===== src/logic/dls_defines.svh =====
// Register map, field positions, reset values and encodings of the scroll engine
`ifndef DLS_DEFINES_SVH
`define DLS_DEFINES_SVH
// Register indices; byte address is four times the index
`define DLS_IDX_FETCH_CTRL 20'h0_d400
`define DLS_IDX_LIST_BASE 20'h0_d402
`define DLS_IDX_HFINE 20'h0_d404
`define DLS_IDX_VFINE 20'h0_d405
`define DLS_IDX_STATUS 20'h0_d40f
// Field positions inside a display list instruction
`define DLS_INS_LMS_BIT 6
`define DLS_INS_VSCR_BIT 5
`define DLS_INS_HSCR_BIT 4
`define DLS_INS_WAIT_BIT 6
// Instruction mode codes
`define DLS_MODE_BLANK 4'h0
`define DLS_MODE_JUMP 4'h1
// Playfield widths in color clocks
`define DLS_WIDTH_NARROW 8'h80
`define DLS_WIDTH_NORMAL 8'hA0
`define DLS_WIDTH_WIDE 8'hC0
// Reset values
`define DLS_RST_FETCH_CTRL 2'h2
`define DLS_RST_LIST_BASE 16'h0600
`endif


===== src/logic/dls_pkg.sv =====
// Types shared by the scroll engine
package dls_pkg;
    // Display list walker states
    typedef enum logic [2:0] {
        DLS_IDLE = 3'b000,
        DLS_OPCODE = 3'b001,
        DLS_OPER_LO = 3'b010,
        DLS_OPER_HI = 3'b011,
        DLS_DATA = 3'b100,
        DLS_BLANK = 3'b101,
        DLS_WAIT_VB = 3'b110
    } dls_state_type;
endpackage : dls_pkg


===== src/logic/dls_scroll_engine.sv =====
// Display list walker with coarse and fine scroll support and an APB register slave
//
// Function
// - Memory-scan-load flag reloads screen address from operand
// - Operand is first byte shown at left
// - Screen address counter wraps inside 4K block
// - Instruction bit D5 enables vertical fine scroll
// - Instruction bit D4 enables horizontal fine scroll
// - Horizontal fine offset register shifts color clocks
// - Vertical fine offset register shifts scan lines
// - Offsets apply only to enabled mode lines
// - Narrow, normal, wide widths 128/160/192
// - Horizontally scrolled lines fetch next wider width, staying wide at wide
// - Only low four offset bits are used
// - Steps are one line, one color clock
// - Byte 71 is large text with load
// - Byte 112 gives eight blank lines
// - Byte 65 jumps and waits for vertical blank
`include "dls_defines.svh"
`timescale 1ns/1ps
`default_nettype none
module dls_scroll_engine
    import dls_pkg::*;
(
    // Clock and reset
    input wire logic i_clk,
    input wire logic i_nrst,
    // APB slave
    input wire logic i_psel,
    input wire logic i_penable,
    input wire logic i_pwrite,
    input wire logic [21:0] i_paddr,
    input wire logic [31:0] i_pwdata,
    output logic [31:0] o_prdata,
    output logic o_pready,
    output logic o_pslverr,
    // Raster timing
    input wire logic i_vblank_start,
    // Memory read port
    output logic o_mem_req,
    output logic [15:0] o_mem_addr,
    input wire logic i_mem_ack,
    input wire logic [7:0] i_mem_data,
    // Screen byte stream
    output logic o_scr_valid,
    output logic [7:0] o_scr_data,
    // Mode line descriptor
    output logic o_line_valid,
    output logic [3:0] o_line_mode,
    output logic [3:0] o_line_hshift,
    output logic [3:0] o_line_vshift,
    output logic [5:0] o_line_bytes,
    output logic [15:0] o_line_addr,
    output logic [2:0] o_blank_lines
);
    // Reset synchroniser stages
    logic rst_meta;
    logic rst_n;
    // Software registers
    logic [1:0] fetch_ctrl;
    logic [15:0] list_base;
    logic [3:0] hfine;
    logic [3:0] vfine;
    // Walker state
    dls_state_type state;
    logic [15:0] list_ptr;
    logic [7:0] ins;
    logic [7:0] oper_lo;
    logic [15:0] scan_addr;
    logic [5:0] bytes_left;
    logic [5:0] line_bytes;
    // Decoded APB access
    logic apb_setup;
    logic apb_write;
    logic [19:0] apb_idx;
    logic apb_mapped;

    // Release reset through two flip-flops
    always_ff @(posedge i_clk or negedge i_nrst) begin
        if (!i_nrst) begin
            rst_meta <= 1'b0;
            rst_n <= 1'b0;
        end else begin
            rst_meta <= 1'b1;
            rst_n <= rst_meta;
        end
    end

    // Bytes fetched per line for a mode at a width in color clocks
    function automatic logic [5:0] line_len(input logic [3:0] mode, input logic [7:0] width);
        logic [7:0] len;
        len = 8'h00;
        if (mode < 4'h6) begin
            len = width >> 2;
        end else if (mode < 4'h8) begin
            len = width >> 3;
        end else if (mode < 4'hA) begin
            len = width >> 4;
        end else if (mode < 4'hD) begin
            len = width >> 3;
        end else begin
            len = width >> 2;
        end
        return len[5:0];
    endfunction : line_len

    // Width from fetch control, widened one step when horizontally scrolled below wide
    function automatic logic [7:0] pf_width(input logic [1:0] ctrl, input logic hscr);
        logic [7:0] w;
        w = 8'h00;
        if (ctrl == 2'h1) begin
            w = hscr ? `DLS_WIDTH_NORMAL : `DLS_WIDTH_NARROW;
        end else if (ctrl == 2'h2) begin
            // scrolled line fetches at wider rate
            w = hscr ? `DLS_WIDTH_WIDE : `DLS_WIDTH_NORMAL;
        end else if (ctrl == 2'h3) begin
            w = `DLS_WIDTH_WIDE;
        end
        return w;
    endfunction : pf_width

    // Address step that stays inside the current 4K block
    function automatic logic [15:0] wrap_inc(input logic [15:0] a);
        logic [11:0] low;
        low = a[11:0] + 12'h001;
        return {a[15:12], low};
    endfunction : wrap_inc

    // APB decode
    assign apb_setup = i_psel && !i_penable;
    // Writes to unmapped or misaligned addresses are dropped
    assign apb_write = i_psel && i_penable && i_pwrite && apb_mapped;
    assign apb_idx = i_paddr[21:2];
    assign apb_mapped = (i_paddr[1:0] == 2'b00) &&
        ((apb_idx == `DLS_IDX_FETCH_CTRL) || (apb_idx == `DLS_IDX_LIST_BASE) ||
         (apb_idx == `DLS_IDX_HFINE) || (apb_idx == `DLS_IDX_VFINE) ||
         (apb_idx == `DLS_IDX_STATUS));
    // Zero wait states; unmapped addresses answer with an error
    assign o_pready = 1'b1;
    assign o_pslverr = i_psel && i_penable && !apb_mapped;

    // Register writes, taken in the access cycle
    always_ff @(posedge i_clk or negedge rst_n) begin
        if (!rst_n) begin
            fetch_ctrl <= `DLS_RST_FETCH_CTRL;
            list_base <= `DLS_RST_LIST_BASE;
            hfine <= 4'h0;
            vfine <= 4'h0;
        end else if (apb_write) begin
            if (apb_idx == `DLS_IDX_FETCH_CTRL) begin
                fetch_ctrl <= i_pwdata[1:0];
            end else if (apb_idx == `DLS_IDX_LIST_BASE) begin
                list_base <= i_pwdata[15:0];
            end else if (apb_idx == `DLS_IDX_HFINE) begin
                hfine <= i_pwdata[3:0];
            end else if (apb_idx == `DLS_IDX_VFINE) begin
                vfine <= i_pwdata[3:0];
            end
        end
    end

    // Read data captured in the setup cycle; offsets are write only
    always_ff @(posedge i_clk or negedge rst_n) begin
        if (!rst_n) begin
            o_prdata <= 32'h0000_0000;
        end else if (apb_setup) begin
            if (apb_idx == `DLS_IDX_FETCH_CTRL) begin
                o_prdata <= {30'h0000_0000, fetch_ctrl};
            end else if (apb_idx == `DLS_IDX_LIST_BASE) begin
                o_prdata <= {16'h0000, list_base};
            end else if (apb_idx == `DLS_IDX_STATUS) begin
                o_prdata <= {scan_addr, 5'h00, state, ins};
            end else begin
                o_prdata <= 32'h0000_0000;
            end
        end
    end

    // Display list walker
    always_ff @(posedge i_clk or negedge rst_n) begin
        if (!rst_n) begin
            state <= DLS_IDLE;
            list_ptr <= 16'h0000;
            ins <= 8'h00;
            oper_lo <= 8'h00;
            scan_addr <= 16'h0000;
            bytes_left <= 6'h00;
            line_bytes <= 6'h00;
        end else begin
            case (state)
                // Start of frame restarts the list at its base from idle, or at the jump target after a wait
                DLS_IDLE, DLS_WAIT_VB: begin
                    if (i_vblank_start) begin
                        list_ptr <= (state == DLS_IDLE) ? list_base : list_ptr;
                        state <= DLS_OPCODE;
                    end
                end
                // Fetch and decode one instruction byte
                DLS_OPCODE: begin
                    if (i_mem_ack) begin
                        ins <= i_mem_data;
                        list_ptr <= list_ptr + 16'h0001;
                        line_bytes <= line_len(i_mem_data[3:0],
                            pf_width(fetch_ctrl, i_mem_data[`DLS_INS_HSCR_BIT]));
                        if (i_mem_data[3:0] == `DLS_MODE_BLANK) begin
                            state <= DLS_BLANK;
                        end else if (i_mem_data[3:0] == `DLS_MODE_JUMP ||
                                     i_mem_data[`DLS_INS_LMS_BIT]) begin
                            state <= DLS_OPER_LO;
                        end else begin
                            state <= DLS_DATA;
                        end
                        bytes_left <= line_len(i_mem_data[3:0],
                            pf_width(fetch_ctrl, i_mem_data[`DLS_INS_HSCR_BIT]));
                    end
                end
                // Operand low byte
                DLS_OPER_LO: begin
                    if (i_mem_ack) begin
                        oper_lo <= i_mem_data;
                        list_ptr <= list_ptr + 16'h0001;
                        state <= DLS_OPER_HI;
                    end
                end
                // Operand high byte
                DLS_OPER_HI: begin
                    if (i_mem_ack) begin
                        if (ins[3:0] == `DLS_MODE_JUMP) begin
                            // jump, waiting for vertical blank if asked
                            list_ptr <= {i_mem_data, oper_lo};
                            state <= ins[`DLS_INS_WAIT_BIT] ? DLS_WAIT_VB : DLS_OPCODE;
                        end else begin
                            // operand is the leftmost shown byte
                            scan_addr <= {i_mem_data, oper_lo};
                            list_ptr <= list_ptr + 16'h0001;
                            state <= DLS_DATA;
                        end
                    end
                end
                // Stream the line's screen bytes
                DLS_DATA: begin
                    if (bytes_left == 6'h00) begin
                        state <= DLS_OPCODE;
                    end else if (i_mem_ack) begin
                        // counter rolls over inside the 4K block
                        scan_addr <= wrap_inc(scan_addr);
                        bytes_left <= bytes_left - 6'h01;
                    end
                end
                // Blank lines take one cycle here
                DLS_BLANK: begin
                    state <= DLS_OPCODE;
                end
                default: begin
                    state <= DLS_IDLE;
                end
            endcase
        end
    end

    // Memory request and address
    assign o_mem_req = (state == DLS_OPCODE) || (state == DLS_OPER_LO) ||
        (state == DLS_OPER_HI) || ((state == DLS_DATA) && (bytes_left != 6'h00));
    assign o_mem_addr = (state == DLS_DATA) ? scan_addr : list_ptr;

    // Screen byte output
    always_ff @(posedge i_clk or negedge rst_n) begin
        if (!rst_n) begin
            o_scr_valid <= 1'b0;
            o_scr_data <= 8'h00;
        end else begin
            o_scr_valid <= (state == DLS_DATA) && (bytes_left != 6'h00) && i_mem_ack;
            if ((state == DLS_DATA) && i_mem_ack) begin
                o_scr_data <= i_mem_data;
            end
        end
    end

    // Line descriptor, issued as a line enters data fetch or the blank state
    always_ff @(posedge i_clk or negedge rst_n) begin
        if (!rst_n) begin
            o_line_valid <= 1'b0;
            o_line_mode <= 4'h0;
            o_line_hshift <= 4'h0;
            o_line_vshift <= 4'h0;
            o_line_bytes <= 6'h00;
            o_line_addr <= 16'h0000;
            o_blank_lines <= 3'h0;
        end else begin
            // One pulse per mode line, on the edge that loads its last field
            o_line_valid <= i_mem_ack &&
                ((state == DLS_OPCODE && i_mem_data[3:0] != `DLS_MODE_JUMP &&
                  !(i_mem_data[`DLS_INS_LMS_BIT] && i_mem_data[3:0] != `DLS_MODE_BLANK)) ||
                 (state == DLS_OPER_HI && ins[3:0] != `DLS_MODE_JUMP));
            if ((state == DLS_OPCODE || state == DLS_OPER_HI) && i_mem_ack) begin
                o_line_mode <= (state == DLS_OPCODE) ? i_mem_data[3:0] : ins[3:0];
                // offsets sampled once per mode line
                // unit steps of line and color clock
                o_line_vshift <= ((state == DLS_OPCODE) ? i_mem_data[`DLS_INS_VSCR_BIT]
                    : ins[`DLS_INS_VSCR_BIT]) ? vfine : 4'h0;
                o_line_hshift <= ((state == DLS_OPCODE) ? i_mem_data[`DLS_INS_HSCR_BIT]
                    : ins[`DLS_INS_HSCR_BIT]) ? hfine : 4'h0;
                o_line_bytes <= line_bytes;
                o_blank_lines <= (state == DLS_OPCODE) ? i_mem_data[6:4] : 3'h0;
            end
            if (state == DLS_OPER_HI && i_mem_ack) begin
                o_line_addr <= {i_mem_data, oper_lo};
            end else if (state == DLS_OPCODE && i_mem_ack) begin
                o_line_addr <= scan_addr;
            end
            if (state == DLS_OPCODE && i_mem_ack) begin
                o_line_bytes <= line_len(i_mem_data[3:0],
                    pf_width(fetch_ctrl, i_mem_data[`DLS_INS_HSCR_BIT]));
            end
        end
    end
endmodule : dls_scroll_engine
`default_nettype wire


===== config.mk =====
export PLATFORM = sky130hd
export DESIGN_NAME = dls_scroll_engine
export DESIGN_NICKNAME = d
export VERILOG_FILES = /design/src/logic/dls_pkg.sv /design/src/logic/dls_scroll_engine.sv
export VERILOG_INCLUDE_DIRS = /design/src /design/src/logic
export SDC_FILE = /design/constraint.sdc
export NUM_CORES = 1
export LEC_CHECK = 0
export BUFFER_PORTS_ARGS = -buffer_cell sky130_fd_sc_hd__buf_2
export CAP_MARGIN = 5
export CORE_MARGIN = 2
export CORE_UTILIZATION = 40
export DETAILED_ROUTE_END_ITERATION = 6
export PLACE_DENSITY = 0.71
export SLEW_MARGIN = 20
export SYNTH_ARGS = -nofsm -noshare
export SYNTH_HDL_FRONTEND = slang
export SYNTH_SLANG_ARGS = --single-unit

===== constraint.sdc =====
create_clock -name i_clk -period 4.8 [get_ports i_clk]
set_input_delay 0.48 -clock i_clk [delete_from_list [all_inputs] [get_ports i_clk]]
set_output_delay 0.48 -clock i_clk [all_outputs]
set_load 0.05 [all_outputs]

==> results of run 1 <==
## worst register-to-register path: stages, from the launching register on
cell and delay [ns]:
dfrtp_1 0.62, and4b_1 0.88, nand2_1 0.39, nand2_1 0.41, nor2_1 0.08, a211oi_1 0.23
## final timing paths
| check | end | slack (ns) | cells past startpoint |
|---|---|---|---|
| max | o_mem_addr[9] | 1.54 | 3 |
| max reg2reg | scan_addr[0] | 2.09 | 5 |
| min reg2reg | o_prdata[1] | 0.27 | 0 |
| max in group asynchronous | scan_addr[5] | 3.45 | 1 |
| min in group i_clk | list_base[7] | 0.28 | 2 |
| min | o_prdata[1] | 0.27 | 0 |
## Yosys cell counts, types with 4 or more instances
library cell  number
a21oi_1           41
nor2_1            55
nor2b_1            5
nand2_1          168
clkbuf_1          35
o22ai_1           11
nand2b_1           4
inv_1              9
ha_1               4
o21ai_0           53
buf_2              9
a21o_1             4
a22o_1            31
dfrtp_1          165
buf_4              4
nand3_1           25
mux2_4            10
o211ai_1           6
mux2_2            38
a311oi_1           4
xor2_1             4
a22oi_1           28
nor4_4             4
a31oi_1            9
and3_1             8
nand4_1            9
buf_1              4
nor3_1            19
## through the flow
step	total power [W]	utilization [%]	std cells	hold WS, ns
after floorplan	0.00406	-	838	0.184
after detailed placement	0.00477	45.4	1211	0.267
after global routing	0.00664	48.6	1244	0.267
final	0.00629	48.6	1244	0.270
after global placement	0.00473	45.4	1211	0.265
after CTS	0.00628	48.6	1244	0.272
## sequential cells by signal, indices dropped and copies added (netlist names), 5 cells and up
name,count
o_line_bytes,5
line_bytes,5
bytes_left,6
scan_addr,16
ins,8
oper_lo,8
list_base,16
list_ptr,16
o_line_addr,16
o_scr_data,8
o_prdata,32
## kinds of logic after synthesis
group | synth area share [%]
muxes | 7.28
other | 0.0914
and+or+nand+nor | 18.8
buffers and inverters | 3.44
AOI/OAI and AO/OA | 17.9
xor gates and xnor gates | 0.746
adders and majority gates | 0.609
DFF | 51.2
## final cells by class
class	count	area share, %
clock buffers	21	4.50
clock inverters	11	2.01
well taps	270	3.45
flip-flops and latches	168	43.0
multi-input cells	606	38.2
repair buffers	159	8.56
inverters	9	0.345
## layout by cell type (no fill, tap or decap), types with 18 or more instances in the layout
master	Yosys	final
dfrtp_1	165	164
a22o_1	31	31
buf_2	9	148
a22oi_1	28	28
nand2_1	168	168
o21ai_0	53	53
nor2_1	55	55
a21oi_1	41	41
mux2_2	38	38
nand3_1	25	25
nor3_1	19	18
## routing by layer
metal / part of all wire [%] / vias to the layer above / global-route usage [%]
met2: 47 / 310 / 35.3
met1: 43 / 3471 / 30.5
li1: - / 3273 / -
met3: 8.1 / 34 / 5.99
met4: 1.7 / 0 / 6.01
met5: 0 / - / 0
## where the power goes
group	switching, W	internal, W	leakage (nW)
clock	0.000575	0.000929	0.308
sequential	0.000470	0.00178	2.18
combinational	0.00180	0.000732	2.23
## what timing repair did
item                      CTS  global route
hold endpoints to repair    2             0
setup buffers               0             0
hold buffers                1             0
resized for setup           0             0
==> qor.csv, run 1 <==
stage;metric;value;unit
finish;multi_input_area;0.00374;sq mm
critical_path;critPathCaptureType;output port;
routing;dr.pass1.iters;6;
routing;drt_iter0_markers;660;
sta;setup_viol;0;
die;ios;167;
yosys;synth_area_per_cell;9.82;sq um
place;dp_hpwl;16.6;mm
critical_path;crit_fanout;25;
yosys;ys_ff_latch;168;
place;io_buffers;148;
yosys;ys_seq_area_share;51.2;%
sta;worst_pin_slew;1.05;ns
global_route;gr-usage-all-layers;22.3;%
critical_path;path_buf_inv;1;
sta;grt_setup_unrepaired;no;
run;max_cap_viol_count;0;
yosys;synthDistinctLibCells;70;
pwr;power_density;642;mW/mm^2
global_route;grt_start_max_net_pins;136;
yosys;synth_ff_type;dfrtp_1;
clocking;insertion_delay;0.43;ns
critical_path;worstSetupPathType;reg2out;
sta;tns;0;ns
yosys;synth_cells;837;
die;die-width;147;um
critical_path;arrival;2.78;ns
sta;clock.fmax;0.306;GHz
finish;n_antenna_cell;0;
yosys;synthTopCellsByArea;dfrtp_1 (50%), nand2_1 (7.7%), mux2_2 (5.2%), a22o_1 (3.3%), o21ai_0 (3.2%);
clocking;path_clk_slew;0.06;ns
sta;slew_violations;0;
die;core;0.0202;sq mm
critical_path;cp_slowest_cell;dfrtp_1;
critical_path;cp_top_family;flip-flops;
sta;finalCritPeriodShare;68.0;%
critical_path;setup.worst_path.start;state[2];
die;row_count;52;
clocking;cts_buffer_depth;2;
finish;layout.area.seq;0.00421;sq mm
sta;hold_violations;0;
routing;wirelength;23.7;mm
routing;viasPerCell;5.70;
finish;stdcell_area;0.00980;sq mm
critical_path;required;4.32;ns
yosys;synth_top_area_share;50.2;%
place;place_area;0.00915;sq mm
yosys;synth_edf_count;0;
yosys;synth_area_leader_cell;dfrtp_1;
clocking;clock-root-buffer;clkbuf_16;
pwr;peakVddDrop;0.419;mV
finish;layout.nets;1034;
finish;area_growth_syn_to_layout;19.2;%
place;dpl_worst_slack;2.04;ns
clocking;cts_tree;yes;
critical_path;cp-start-kind;flop;
global_route;antenna_found_initial;0;
routing;via_count;7088;
finish;fillerInstances;1922;
die;fp.dieH;147;um
sta;skew;0.0115;ns
yosys;yosys_warnings;0;
die;initial_core_util;40.8;%
finish;drive_gt1_share;26.3;%
sta;layout_setup_ws;1.54;ns
pwr;p_leak;4.72;nW
critical_path;worstPathCellList;nand2_1 > o21ai_0 > buf_2;
routing;drc_errors;0;
hold_path;hp-class;reg2async;
sta;layout_min_cycle_time;3.26;ns
sta;relSlewSlack;29.2;%
yosys;async_flop_share;100;%
critical_path;rr_startpoint;state[2];
yosys;synth_area;0.00822;sq mm
place;gp_congestion;0.891;
clocking;cts_buffers;17;
routing;antenna_left;0;
routing;post_drt_wl_per_cell;19.1;um
global_route;overflow;0;
clocking;cts.htree.levels;4;
global_route;grt_pass1_vias;6874;
clocking;cts.sinks;168;
critical_path;max_stage_delay;0.77;ns
die;die_area;0.0217;sq mm
global_route;grt_pass1_wl;37.6;mm
run_status;status;complete, no violations;
(Power assumes the default switching activity.)
==> inputs of run 2 (changes only) <==
==> constraint.sdc (replaced) <==
create_clock -name i_clk -period 2.8 [get_ports i_clk]
set_input_delay 0.28 -clock i_clk [delete_from_list [all_inputs] [get_ports i_clk]]
set_output_delay 0.28 -clock i_clk [all_outputs]
set_load 0.05 [all_outputs]
==> run 2 against run 1 <==
  * Wire length fell by 0.11%
  * Die area did not move
  * Clock power rose by 63%
  * Register-to-register slack got worse by 1.5 ns
  * Clock-buffer cell count fell by 2
  * Critical endpoint unchanged
  * Sequential cell count did not move
  * Highest routed layer unchanged
  * Combinational power rose by 74%
  * Via count rose by 0.61%
==> qor.csv, run 2 (same netlist as run 1, synthesis figures left out) <==
stage;metric;value;unit;change
routing;via_count;7131;;+0.61%
critical_path;required;2.52;ns;-1.80 ns
place;io_buffers;148;;unchanged
die;die-width;147;um;unchanged
sta;relSlewSlack;51.7;%;+22 points
die;die_area;0.0217;sq mm;unchanged
critical_path;path_buf_inv;2;;+1
finish;n_antenna_cell;0;;unchanged
global_route;grt_pass1_wl;37.5;mm;-0.29%
critical_path;rr_startpoint;ins[1];;
routing;route.layer.met1.wl;10.5;mm;+2.9%
critical_path;cp_top_family;flip-flops;;
sta;hold_slack;0.0814;ns;-0.188 ns
finish;fillerInstances;1898;;-1.2%
global_route;gr-usage-all-layers;22.2;%;-0.13 points
global_route;overflow;0;;unchanged
clocking;path_clk_slew;0.06;ns;about the same
hold_path;hp-start;i_pwdata[11];;
finish;layout.nets;1049;;+1.5%
sta;slew_violations;0;;unchanged
pwr;intPower;0.00580;W;+68%
clocking;cts.sinks;168;;unchanged
routing;wl_met3;1.57;mm;-18%
finish;largest_reg_flops;32;;unchanged
finish;final_util;49.1;%;+0.50 points
clocking;clock-root-buffer;clkbuf_16;;
pwr;pwr-share-seq;36.1;%;+0.3 points
die;ios;167;;unchanged
critical_path;worstPathCellList;nor2_1 > nand2_1 > buf_4 > nand2_1 > o21ai_0 > buf_2;;
clocking;cts_buffers;17;;unchanged
finish;final_cell_mix;nand2_1 (168), dfrtp_1 (164), buf_2 (148), nor2_1 (55), o21ai_0 (53);;
sta;clock.fmax;0.403;GHz;
finish;area_growth_syn_to_layout;20.4;%;
pwr;p_switching;0.00490;W;+72%
critical_path;worstSetupPathType;reg2out;;
routing;drt_iter0_markers;594;;-10%
sta;tns;0;ns;unchanged
pwr;combPwrFrac;41.1;%;+0.8 points
sta;finalCritPeriodShare;88.6;%;
critical_path;setup.worst_path.start;state[0];;
place;dp_hpwl;16.9;mm;+1.5%
global_route;antenna_found_initial;0;;unchanged
sta;layout_min_cycle_time;2.48;ns;
routing;dr.pass1.iters;5;;-1
die;initial_core_util;40.8;%;unchanged
sta;skew;0.00690;ns;-0.00465 ns
pwr;power_density;1080;mW/mm^2;+68%
critical_path;cp_slowest_cell;dfrtp_1;;
global_route;grt_start_max_net_pins;66;;-51%
routing;dr_wl_met2;11.3;mm;+0.45%
critical_path;cp-start-kind;flop;;
critical_path;arrival;2.20;ns;-0.58 ns
critical_path;max_stage_delay;0.68;ns;-0.09 ns
hold_path;hp-class;in2reg;;
pwr;switching_share;45.8;%;+0.54 points
clocking;cts_buffer_depth;2;;unchanged
clocking;insertion_delay;0.43;ns;about the same
finish;layout_commonest_cell;nand2_1;;
die;core;0.0202;sq mm;unchanged
pwr;peakVddDrop;0.777;mV;+86%
clocking;cts_tree;yes;;
finish;fin_cells;1258;;+1.1%
place;dpl.cell_count;1226;;+1.2%
critical_path;crit_fanout;27;;+8.0%
routing;drc_errors;0;;unchanged
clocking;ctsResizeCount;0;;unchanged
place;gp_congestion;0.880;;-1.3%
die;fp.dieH;147;um;unchanged
die;row_count;52;;unchanged
finish;drive_gt1_share;27.5;%;+1.2 points
sta;grt_setup_unrepaired;no;;
pwr;pwr-share-clk;22.8;%;-1.1 points
global_route;grt_pass1_vias;6950;;+1.1%
routing;viasPerCell;5.67;;-0.51%
finish;regMostFlops;o_prdata;;
routing;antenna_left;0;;unchanged
critical_path;cpMostUsedCell;nand2_1;;
routing;post_drt_wl_per_cell;18.8;um;-1.2%
pwr;p_leak;4.78;nW;+1.3%
sta;setup_viol;0;;unchanged
run;max_cap_viol_count;0;;unchanged
routing;wirelength;23.7;mm;-0.11%
clocking;cts.htree.levels;4;;unchanged
clocking;post_cts_buffers;0;;unchanged
critical_path;critPathCaptureType;output port;;
routing;highest_layer;met4;;
sta;worst_pin_slew;0.720;ns;-0.334 ns
run_status;status;complete, no violations;;
finish;layout.area.seq;0.00421;sq mm;unchanged
finish;multi_input_area;0.00374;sq mm;unchanged
sta;hold_violations;0;;unchanged
==> run 2: path summary, 6_finish.rpt <==
kind                       slack [ns]               end  depth (start not counted)
max                              0.32     o_mem_addr[9]                          6
min                              0.08     list_base[11]                          2
max reg2reg                      0.57       list_ptr[5]                          6
min reg2reg                      0.33  o_line_vshift[0]                          0
max in group asynchronous        1.70      scan_addr[5]                          1
min in group asynchronous        0.15             rst_n                          2
==> run 2: stage by stage <==
step                power [W]  area [sq um]  setup slack (ns)
floorplan             0.00695          8230            0.0247
global placement      0.00819          9290             0.586
detailed placement    0.00825          9290             0.536
CTS                    0.0107          9900             0.325
global route           0.0113          9900             0.178
finish                 0.0107          9900             0.319
==> run 2: repair_timing <==
item                                   CTS  global route
hold buffers                             1             0
endpoints found under the hold margin    2             0
setup endpoints to repair                0             0
==> run 2: metal layers <==
metal | vias up | track usage (%)
met5 | - | 0
met4 | 0 | 5.96
met3 | 35 | 4.57
met2 | 292 | 36.2
met1 | 3505 | 30.2
li1 | 3299 | -
==> run 2: cell type report <==
class / instances / share of cell area (%)
timing repair buffer: 174 / 9.86
multi-input combinational: 606 / 37.8
clock buffer: 19 / 4.37
inverter: 9 / 0.341
clock inverter: 12 / 1.69
tap: 270 / 3.41
sequential: 168 / 42.5
==> run 2: power by group through the flow <==
stage                     clock, W  combinational (W)  sequential [W]
after floorplan                  0            0.00262         0.00433
after global placement           0            0.00433         0.00386
after detailed placement         0            0.00437         0.00387
after CTS                  0.00247            0.00439         0.00384
after global routing       0.00258            0.00478         0.00394
final                      0.00244            0.00439         0.00386
